==> src/shared/asp_pkg.sv <==
package asp_pkg;

    // ----------------------------------------------------------------
    // Register map (byte addresses on the AXI4-Lite bus)
    // ----------------------------------------------------------------
    localparam logic [7:0] SCAN_SELECT_HIGH_OFS = 8'h00;
    localparam logic [7:0] SCAN_SELECT_LOW_OFS = 8'h04;
    localparam logic [7:0] PIN_ANALOG_CONFIG_HIGH_OFS = 8'h08;
    localparam logic [7:0] PIN_ANALOG_CONFIG_LOW_OFS = 8'h0c;
    localparam logic [7:0] SECOND_PIN_CONFIG_LOW_OFS = 8'h10;
    localparam logic [7:0] CONTROL_OFS = 8'h14;
    localparam logic [7:0] SCAN_STATUS_OFS = 8'h18;

    // ----------------------------------------------------------------
    // Reset values and field positions
    // ----------------------------------------------------------------
    localparam logic [15:0] REG16_RESET = 16'h0000;
    localparam logic [2:0] CONTROL_RESET = 3'h0;
    localparam int CTRL_DISABLE_BIT = 0;
    localparam int CTRL_SECOND_DISABLE_BIT = 1;
    localparam int CTRL_SCAN_RUN_BIT = 2;
    localparam int STAT_INDEX_LSB = 0;
    localparam int STAT_SLOT_BIT = 8;
    localparam int STAT_RUN_BIT = 9;

    // Number of analog inputs implemented on the part (plain default).
    localparam logic [5:0] INPUTS_PRESENT = 6'h20;
    // Scan step interval in clock cycles (one enable pulse per step).
    localparam logic [7:0] SCAN_STEP_CYCLES = 8'h10;

    // AXI4-Lite responses.
    localparam logic [1:0] RESP_OKAY = 2'h0;
    localparam logic [1:0] RESP_SLVERR = 2'h2;

    // Converter mux source for one scan slot.
    typedef enum logic [2:0]
    {
        ASP_SRC_PIN = 3'b001,
        ASP_SRC_LOW_REFERENCE_LEVEL = 3'b010,
        ASP_SRC_NEGREF = 3'b100
    } asp_src_t;

    // One scan slot handed to the converter.
    typedef struct packed
    {
        logic valid;
        logic [4:0] index;
        asp_src_t source;
    } asp_slot_t;

endpackage

==> src/asp_scan_pick.sv <==
`timescale 1ns/1ps

// --------------------------------------------------------------------
// Next selected input search
// --------------------------------------------------------------------
// Finds the lowest set mask bit strictly above the current index, or
// wraps to the lowest set bit overall.
module asp_scan_pick
(
    // Scan mask and current position.
    input wire logic [31:0] i_mask,
    input wire logic [4:0] i_cur,
    // Result.
    output logic o_found,
    output logic [4:0] o_next
);

    // Searches from high to low so the last hit is the lowest one.
    always_comb
    begin
        o_found = 1'b0;
        o_next = 5'h00;
        for (int k = 31; k >= 0; k--)
        begin
            if (i_mask[k])
            begin
                o_found = 1'b1;
                o_next = 5'(k);
            end
        end
        for (int k = 31; k >= 0; k--)
        begin
            if (i_mask[k] && (5'(k) > i_cur))
            begin
                o_next = 5'(k);
            end
        end
    end

endmodule // asp_scan_pick

==> src/asp_scan_cfg.sv <==
`timescale 1ns/1ps

// Behaviour
// - 32-bit scan mask in two 16-bit registers.
// - Mask bit n selects analog input n.
// - High mask bits always writable.
// - Missing high input converts low reference level.
// - Missing low input converts negative reference.
// - Set pin bit: digital, read on, ground.
// - Clear pin bit: analog, read off, sampled.
// - Pin bit n maps to analog input n.
// - Pin bits writable, ignored if input missing.
// - Module disabled forces all pins digital.
// - Second converter covers only inputs 0-15.
// - Both low pin registers affect inputs 0-15.
module asp_scan_cfg
(
    // Clock and reset.
    input wire logic i_ref_clk,
    input wire logic i_rstn,
    // AXI4-Lite write address and data.
    input wire logic [7:0] i_awaddr,
    input wire logic i_awvalid,
    output logic o_awready,
    input wire logic [31:0] i_wdata,
    input wire logic [3:0] i_wstrb,
    input wire logic i_wvalid,
    output logic o_wready,
    // AXI4-Lite write response.
    output logic [1:0] o_bresp,
    output logic o_bvalid,
    input wire logic i_bready,
    // AXI4-Lite read.
    input wire logic [7:0] i_araddr,
    input wire logic i_arvalid,
    output logic o_arready,
    output logic [31:0] o_rdata,
    output logic [1:0] o_rresp,
    output logic o_rvalid,
    input wire logic i_rready,
    // Pin mode outputs, one bit per analog input.
    output logic [31:0] o_pin_digital,
    output logic [31:0] o_port_read_en,
    output logic [31:0] o_mux_to_ground,
    // Scan slot offered to the converter.
    output asp_pkg::asp_slot_t o_slot
);

    // ----------------------------------------------------------------
    // Registers
    // ----------------------------------------------------------------
    logic [15:0] scan_select_high_reg; // Mask for inputs 16 to 31.
    logic [15:0] scan_select_low_reg; // Mask for inputs 0 to 15.
    logic [15:0] pin_analog_config_high_reg; // Pin bits 16 to 31.
    logic [15:0] pin_analog_config_low_reg; // First converter bits 0 to 15.
    logic [15:0] second_pin_config_low_reg; // Second converter bits 0 to 15.
    logic [2:0] control_reg; // Disable bits and scan run.
    logic [31:0] scan_mask; // Whole mask, bit n is input n.
    logic [31:0] present; // Inputs that exist on the part.

    // ----------------------------------------------------------------
    // AXI4-Lite write path
    // ----------------------------------------------------------------
    logic aw_held_reg; // Write address captured.
    logic w_held_reg; // Write data captured.
    logic [7:0] awaddr_reg;
    logic [31:0] wdata_reg;
    logic [3:0] wstrb_reg;
    logic do_write; // Both halves present and no response pending.

    assign do_write = aw_held_reg && w_held_reg && !o_bvalid;

    // Address and data are taken in either order and held until used.
    always_ff @(posedge i_ref_clk or negedge i_rstn)
    begin
        if (!i_rstn)
        begin
            aw_held_reg <= 1'b0;
            w_held_reg <= 1'b0;
            awaddr_reg <= 8'h00;
            wdata_reg <= 32'h0000_0000;
            wstrb_reg <= 4'h0;
        end
        else
        begin
            if (o_awready && i_awvalid)
            begin
                aw_held_reg <= 1'b1;
                awaddr_reg <= i_awaddr;
            end
            else if (do_write)
            begin
                aw_held_reg <= 1'b0;
            end
            if (o_wready && i_wvalid)
            begin
                w_held_reg <= 1'b1;
                wdata_reg <= i_wdata;
                wstrb_reg <= i_wstrb;
            end
            else if (do_write)
            begin
                w_held_reg <= 1'b0;
            end
        end
    end

    // Ready is high while the holding slot is free.
    always_ff @(posedge i_ref_clk or negedge i_rstn)
    begin
        if (!i_rstn)
        begin
            o_awready <= 1'b0;
            o_wready <= 1'b0;
        end
        else
        begin
            o_awready <= !(aw_held_reg || (o_awready && i_awvalid)) || do_write;
            o_wready <= !(w_held_reg || (o_wready && i_wvalid)) || do_write;
        end
    end

    // Response issued one cycle after both halves are held.
    always_ff @(posedge i_ref_clk or negedge i_rstn)
    begin
        if (!i_rstn)
        begin
            o_bvalid <= 1'b0;
            o_bresp <= asp_pkg::RESP_OKAY;
        end
        else if (do_write)
        begin
            o_bvalid <= 1'b1;
            // Unmapped addresses and the status word answer with an error.
            case (awaddr_reg)
                asp_pkg::SCAN_SELECT_HIGH_OFS, asp_pkg::SCAN_SELECT_LOW_OFS,
                asp_pkg::PIN_ANALOG_CONFIG_HIGH_OFS, asp_pkg::PIN_ANALOG_CONFIG_LOW_OFS,
                asp_pkg::SECOND_PIN_CONFIG_LOW_OFS, asp_pkg::CONTROL_OFS:
                    o_bresp <= asp_pkg::RESP_OKAY;
                default:
                    o_bresp <= asp_pkg::RESP_SLVERR;
            endcase
        end
        else if (i_bready)
        begin
            o_bvalid <= 1'b0;
        end
    end

    // Byte-lane merge of a 16-bit register.
    function automatic logic [15:0] merge16(input logic [15:0] old,
                                            input logic [31:0] d,
                                            input logic [3:0] s);
        logic [15:0] r;
        r = old;
        if (s[0])
        begin
            r[7:0] = d[7:0];
        end
        if (s[1])
        begin
            r[15:8] = d[15:8];
        end
        return r;
    endfunction

    // Every implemented bit is writable whether or not its input exists.
    always_ff @(posedge i_ref_clk or negedge i_rstn)
    begin
        if (!i_rstn)
        begin
            scan_select_high_reg <= asp_pkg::REG16_RESET;
            scan_select_low_reg <= asp_pkg::REG16_RESET;
            pin_analog_config_high_reg <= asp_pkg::REG16_RESET;
            pin_analog_config_low_reg <= asp_pkg::REG16_RESET;
            second_pin_config_low_reg <= asp_pkg::REG16_RESET;
            control_reg <= asp_pkg::CONTROL_RESET;
        end
        else if (do_write)
        begin
            unique case (awaddr_reg)
                asp_pkg::SCAN_SELECT_HIGH_OFS:
                    scan_select_high_reg <= merge16(scan_select_high_reg, wdata_reg,
                                                    wstrb_reg);
                asp_pkg::SCAN_SELECT_LOW_OFS:
                    scan_select_low_reg <= merge16(scan_select_low_reg, wdata_reg,
                                                   wstrb_reg);
                asp_pkg::PIN_ANALOG_CONFIG_HIGH_OFS:
                    pin_analog_config_high_reg <= merge16(pin_analog_config_high_reg,
                                                          wdata_reg, wstrb_reg);
                asp_pkg::PIN_ANALOG_CONFIG_LOW_OFS:
                    pin_analog_config_low_reg <= merge16(pin_analog_config_low_reg,
                                                         wdata_reg, wstrb_reg);
                asp_pkg::SECOND_PIN_CONFIG_LOW_OFS:
                    second_pin_config_low_reg <= merge16(second_pin_config_low_reg,
                                                         wdata_reg, wstrb_reg);
                asp_pkg::CONTROL_OFS:
                    if (wstrb_reg[0])
                    begin
                        control_reg <= wdata_reg[2:0];
                    end
                default:
                    control_reg <= control_reg;
            endcase
        end
    end

    // ----------------------------------------------------------------
    // AXI4-Lite read path
    // ----------------------------------------------------------------
    logic [7:0] scan_status; // Current slot state as seen by software.

    assign scan_status = {o_slot.valid, 2'b00, o_slot.index};

    // One read at a time; data returned one cycle after the address.
    always_ff @(posedge i_ref_clk or negedge i_rstn)
    begin
        if (!i_rstn)
        begin
            o_arready <= 1'b0;
            o_rvalid <= 1'b0;
            o_rdata <= 32'h0000_0000;
            o_rresp <= asp_pkg::RESP_OKAY;
        end
        else if (o_arready && i_arvalid)
        begin
            o_arready <= 1'b0;
            o_rvalid <= 1'b1;
            o_rresp <= asp_pkg::RESP_OKAY;
            // Narrow registers sit in the low bits; upper bits read zero.
            case (i_araddr)
                asp_pkg::SCAN_SELECT_HIGH_OFS: o_rdata <= {16'h0000, scan_select_high_reg};
                asp_pkg::SCAN_SELECT_LOW_OFS: o_rdata <= {16'h0000, scan_select_low_reg};
                asp_pkg::PIN_ANALOG_CONFIG_HIGH_OFS:
                    o_rdata <= {16'h0000, pin_analog_config_high_reg};
                asp_pkg::PIN_ANALOG_CONFIG_LOW_OFS:
                    o_rdata <= {16'h0000, pin_analog_config_low_reg};
                asp_pkg::SECOND_PIN_CONFIG_LOW_OFS:
                    o_rdata <= {16'h0000, second_pin_config_low_reg};
                asp_pkg::CONTROL_OFS: o_rdata <= {29'h0000_0000, control_reg};
                asp_pkg::SCAN_STATUS_OFS: o_rdata <= {22'h00_0000, o_slot.valid,
                                                      o_slot.source == asp_pkg::ASP_SRC_PIN,
                                                      scan_status};
                default:
                begin
                    o_rdata <= 32'h0000_0000;
                    o_rresp <= asp_pkg::RESP_SLVERR;
                end
            endcase
        end
        else if (o_rvalid)
        begin
            if (i_rready)
            begin
                o_rvalid <= 1'b0;
                o_arready <= 1'b1;
            end
        end
        else
        begin
            o_arready <= 1'b1;
        end
    end

    // ----------------------------------------------------------------
    // Pin mode
    // ----------------------------------------------------------------
    // Bits of missing inputs are stored but have no effect on any pin.
    always_comb
    begin
        for (int n = 0; n < 32; n++)
        begin
            present[n] = (6'(n) < asp_pkg::INPUTS_PRESENT);
        end
    end

    logic [31:0] digital_next; // Requested digital state per input.

    // Both low registers can request digital mode on inputs 0 to 15;
    // either module disable forces every shared pin digital.
    always_comb
    begin
        digital_next = {pin_analog_config_high_reg,
                        pin_analog_config_low_reg | second_pin_config_low_reg};
        if (control_reg[asp_pkg::CTRL_DISABLE_BIT])
        begin
            digital_next = 32'hffff_ffff;
        end
        else if (control_reg[asp_pkg::CTRL_SECOND_DISABLE_BIT])
        begin
            digital_next[15:0] = 16'hffff;
        end
        digital_next = digital_next & present;
    end

    // Digital: read path on, mux grounded. Analog: read off, pin sampled.
    always_ff @(posedge i_ref_clk or negedge i_rstn)
    begin
        if (!i_rstn)
        begin
            o_pin_digital <= 32'h0000_0000;
            o_port_read_en <= 32'h0000_0000;
            o_mux_to_ground <= 32'h0000_0000;
        end
        else
        begin
            o_pin_digital <= digital_next;
            o_port_read_en <= digital_next;
            o_mux_to_ground <= digital_next;
        end
    end

    // ----------------------------------------------------------------
    // Scan sequencer
    // ----------------------------------------------------------------
    logic [7:0] step_cnt_reg; // Divider for the step enable.
    logic step_en; // One-cycle step pulse.
    logic pick_found;
    logic [4:0] pick_next;

    assign scan_mask = {scan_select_high_reg, scan_select_low_reg};

    // Steps are paced slowly so a converter has time per slot.
    always_ff @(posedge i_ref_clk or negedge i_rstn)
    begin
        if (!i_rstn)
        begin
            step_cnt_reg <= 8'h00;
        end
        else if (step_cnt_reg == asp_pkg::SCAN_STEP_CYCLES - 8'h01)
        begin
            step_cnt_reg <= 8'h00;
        end
        else
        begin
            step_cnt_reg <= step_cnt_reg + 8'h01;
        end
    end

    assign step_en = (step_cnt_reg == asp_pkg::SCAN_STEP_CYCLES - 8'h01);

    asp_scan_pick u_pick
    (
        .i_mask(scan_mask),
        .i_cur(o_slot.valid ? o_slot.index : 5'h1f),
        .o_found(pick_found),
        .o_next(pick_next)
    );

    // Ascending walk through selected inputs, wrapping to the lowest.
    always_ff @(posedge i_ref_clk or negedge i_rstn)
    begin
        if (!i_rstn)
        begin
            o_slot <= '{valid: 1'b0, index: 5'h00, source: asp_pkg::ASP_SRC_PIN};
        end
        else if (!control_reg[asp_pkg::CTRL_SCAN_RUN_BIT] || !pick_found)
        begin
            o_slot.valid <= 1'b0;
        end
        else if (step_en)
        begin
            o_slot.valid <= 1'b1;
            o_slot.index <= pick_next;
            if (6'(pick_next) >= asp_pkg::INPUTS_PRESENT)
            begin
                // Missing inputs convert a reference instead of a pin.
                o_slot.source <= pick_next[4] ? asp_pkg::ASP_SRC_LOW_REFERENCE_LEVEL
                                              : asp_pkg::ASP_SRC_NEGREF;
            end
            else
            begin
                o_slot.source <= asp_pkg::ASP_SRC_PIN;
            end
        end
    end

endmodule // asp_scan_cfg

==> config.mk <==
export PLATFORM = sky130hd
export DESIGN_NAME = asp_scan_cfg
export DESIGN_NICKNAME = d
export VERILOG_FILES = /design/src/shared/asp_pkg.sv /design/src/asp_scan_pick.sv /design/src/asp_scan_cfg.sv
export SDC_FILE = /design/constraint.sdc
export NUM_CORES = 1
export LEC_CHECK = 0
export ABC_AREA = 1
export BUFFER_PORTS_ARGS = -buffer_cell sky130_fd_sc_hd__buf_2
export CORE_MARGIN = 2
export CORE_UTILIZATION = 30
export DETAILED_ROUTE_END_ITERATION = 7
export SLEW_MARGIN = 0
export SYNTH_ARGS = -nofsm -noshare
export SYNTH_HDL_FRONTEND = slang
export SYNTH_SLANG_ARGS = --single-unit
==> constraint.sdc <==
create_clock -name i_ref_clk -period 4.55 [get_ports i_ref_clk]
set_clock_uncertainty 0.15 [all_clocks]
set_input_delay 0.2275 -clock i_ref_clk [delete_from_list [all_inputs] [get_ports i_ref_clk]]
set_output_delay 0.2275 -clock i_ref_clk [all_outputs]
set_load 0.02 [all_outputs]
==> metrics.md <==
| Metric | Value |
|---|---|
| Status | complete, no violations |
| DR vias/cell | 4.71 |
| Hpwl dp | 21.0 mm |
| Synth top area cells | dfrtp_1, nand2_1, buf_4 |
| CTS root buffer | clkbuf_16 |
| Period utilisation layout | 82.1% |
| Ys async rst share | 100% |
| Area leader, netlist | dfrtp_1 |
| Initial antenna violation count | 0 |
| EDFF count, synth | 0 |
| Worst Hold End | o_rresp[1] |
| Synthesized flop and latch total | 180 |
| Core Footprint | 0.0298 mm^2 |
| Vias | 7735 |
| Crit Path Class | flop to flop |
| GRT Util Overall | 17.5% |
| 1st-iter DRT viols | 624 |
| Req. time, crit path | 4.73 ns |
| Rows | 63 |
| Share of cells above drive strength 1 | 19.6% |
| Layout Nets | 1299 |
| Static leakage | 5.67 nW |
| CTS tree | done |
| Area Growth Syn to Fin | 18.1% |
| Measured slew at the worst slew-check pin | 0.844 ns |
| WL final | 27.5 mm |
| Worst VDD drop | 0.325 mV |
| Worst path slowest cell | dfrtp_1 |
| Pwr dens | 512 mW/mm^2 |
| # setup viols final | 0 |
| Hold buffer count at cts | 29 |
| DRT antenna net count | 0 |
| Reg-to-reg endpoint | o_slot[3] |
| Critical Path Most Common Cell | nand2_1 |
| Post-Synthesis Cell Area | 0.00913 mm^2 |
| Max reg flops | 32 |
| Horiz. Die Dim | 178 um |
| Final worst path period need | 3.74 ns |
| Placed Cells incl. Taps | 1581 |
| Worst Hold Class | input pin to flop |
| Syn_area_per_cell | 8.23 um^2 |
| Main synth FF type | dfrtp_1 |
| DIE AREA | 0.0318 mm^2 |
| Clock transition at path regs | 0.07 ns |
| R2R depth | 58 |
| DP Worst Slack | 0.846 ns |
| Vias in the first global route | 7243 |
| Remaining Overflow, GRT | 0 |
| Post-CTS resize count | 0 |
| Fillcell total | 3164 |
| Starting Density | 30.6% |
| Max cap viols | 0 |
| N_diodes | 0 |
| Endpoints failing hold | 0 |
| Max-slew violations | 0 |
| Synth cell types | 44 |
| First-pass GRT wire length | 41.4 mm |
| Buf+Inv Stages, Crit Path | 1 |
| Max-Slew Margin vs Limit | 43.7% |
| First-pass iteration count of the detailed router | 7 |
| Setup_tns | 0 ns |
| Port bufs | 165 |
| Clock Sinks | 180 |
| Max Freq | 268 MHz |
| RSZ-0062 raised after global routing | no |
| Startpoint Class | flop |
| Sequential element share of the synthesized area | 49.3% |
| Die Height | 178 um |
| Crit Path Max Fanout | 4 |
| Worst r2r src | scan_select_high_reg[13] |
| RD Place Congestion | 0.946 |
| Remaining DRCs | 0 |
| Worst hold slack | 0.0710 ns |
| Largest Register | o_mux_to_ground |
| Largest net degree at the start of global routing | 92 |
| Arrival @ worst endpoint | 3.92 ns |
| Dpl cell area | 0.00987 mm^2 |
| Tot Pwr | 5.52 mW |
| Hold_sp | i_araddr[0] |
| Count of boundary I/O pins | 205 |
| Clk_lat worst skew | 0.44 ns |
| Yosys warns | 0 |
| FF-to-FF setup slack | 0.81 ns |
| Num CTS Buffers | 17 |
| Crit path max-delay family | simple AND/OR/NAND/NOR gates |
| Post-route cell area | 0.0108 mm^2 |
| Fin worst setup slack | 0.812 ns |
| Cells after synthesis | 1110 |
| Critical Path Sink Type | flop |
| Hold Crit Depth | 5 |
| Final core utilization | 36.2% |
| H-tree depth | 4 |
| Setup bufs post-CTS | 0 |
| Yosys top cell area share | 49.3% |
| Drt wl/cell | 16.7 um |
| CTS max path bufs | 2 |
| Non-filler cells, final | 1642 |
| CP max stage delay | 0.45 ns |
[cells in the mapped netlist, types with 6 or more instances]
cell type / count
inv_1: 111
nand2_1: 283
clkbuf_1: 23
a221oi_1: 7
nand4_1: 9
buf_4: 85
a21oi_1: 39
o22ai_1: 16
o21ai_0: 111
nand3_1: 34
nor3_1: 16
nor2_1: 105
bufinv_8: 17
or2_2: 6
dfrtp_1: 180
inv_2: 9
nor4_1: 9
[cell families after synthesis]
logic type	synth area share [%]
AOI/OAI and AO/OA	12.3
xor gates and xnor gates	0.384
adders and majority gates	0.137
buffers and inverters	16.4
DFF	49.3
muxes	0.493
other	0.0823
and+or+nand+nor	20.8
[worst max-delay path by stage]
stage | start | cells past startpoint | end | slack (ns)
2_1_floorplan | scan_select_high_reg[13] | 58 | o_slot[3] | 1.39
3_3_place_gp | scan_select_high_reg[13] | 58 | o_slot[3] | 0.83
3_5_place_dp | scan_select_high_reg[13] | 58 | o_slot[3] | 0.85
4_1_cts | scan_select_high_reg[13] | 58 | o_slot[3] | 0.83
5_1_grt | scan_select_high_reg[13] | 58 | o_slot[3] | 0.25
6_report | scan_select_high_reg[13] | 58 | o_slot[3] | 0.81
[cell usage in the layout (no fill, tap or decap), types with 3 or more instances in the layout]
cell type      netlist  layout
a211oi_1             3       3
a21oi_1             39      39
a221oi_1             7       7
buf_2                0     164
buf_4               85       5
bufinv_8            17      17
clkbuf_16            0      17
clkinv_4             1       4
conb_1               2      21
dfrtp_1            180     180
dlygate4sd3_1        0      29
inv_1              111     111
inv_2                9       9
inv_8                0       4
mux2_2               4       4
nand2_1            283     283
nand3_1             34      34
nand4_1              9       9
nor2_1             105     105
nor3_1              16      16
nor4_1               9       8
o211ai_1             3       3
o21ai_0            111     111
o21ai_1              4       4
o221ai_1             4       4
o22ai_1             16      16
o311ai_0             3       3
or2_2                6       6
xor2_1               4       4
[area by class of cell]
cell class / count / area (um^2) / area share (%)
Clock buffer: 18 / 439 / 4.07
Clock inverter: 14 / 186 / 1.73
Inverter: 141 / 771 / 7.15
Multi-Input combinational cell: 699 / 3210 / 29.8
Sequential cell: 180 / 4500 / 41.8
Tap cell: 390 / 488 / 4.53
Timing Repair Buffer: 200 / 1180 / 10.9
[metal layers]
metal | up-vias | GRT usage [%] | wire (um)
met4 | 0 | 6.50 | 722
met2 | 276 | 27.4 | 12400
li1 | 3729 | - | -
met5 | - | 0 | 0
met1 | 3692 | 24.4 | 12900
met3 | 38 | 2.66 | 1430
[worst reg2reg max path: cells and delay by family (launching register included)]
family | cells | cell delay [ns]
simple gates | 57 | 2.91
flops | 1 | 0.45
buf+inv | 1 | 0.10
[power by group]
part           internal, mW  leakage, nW  switching, mW  total (mW)
clock                 0.854        0.308          0.700        1.55
combinational         0.592         2.96           1.27        1.86
sequential             1.91         2.40          0.197        2.11
total                  3.36         5.67           2.17        5.52
Note: power is estimated with default switching activity, not from simulation.
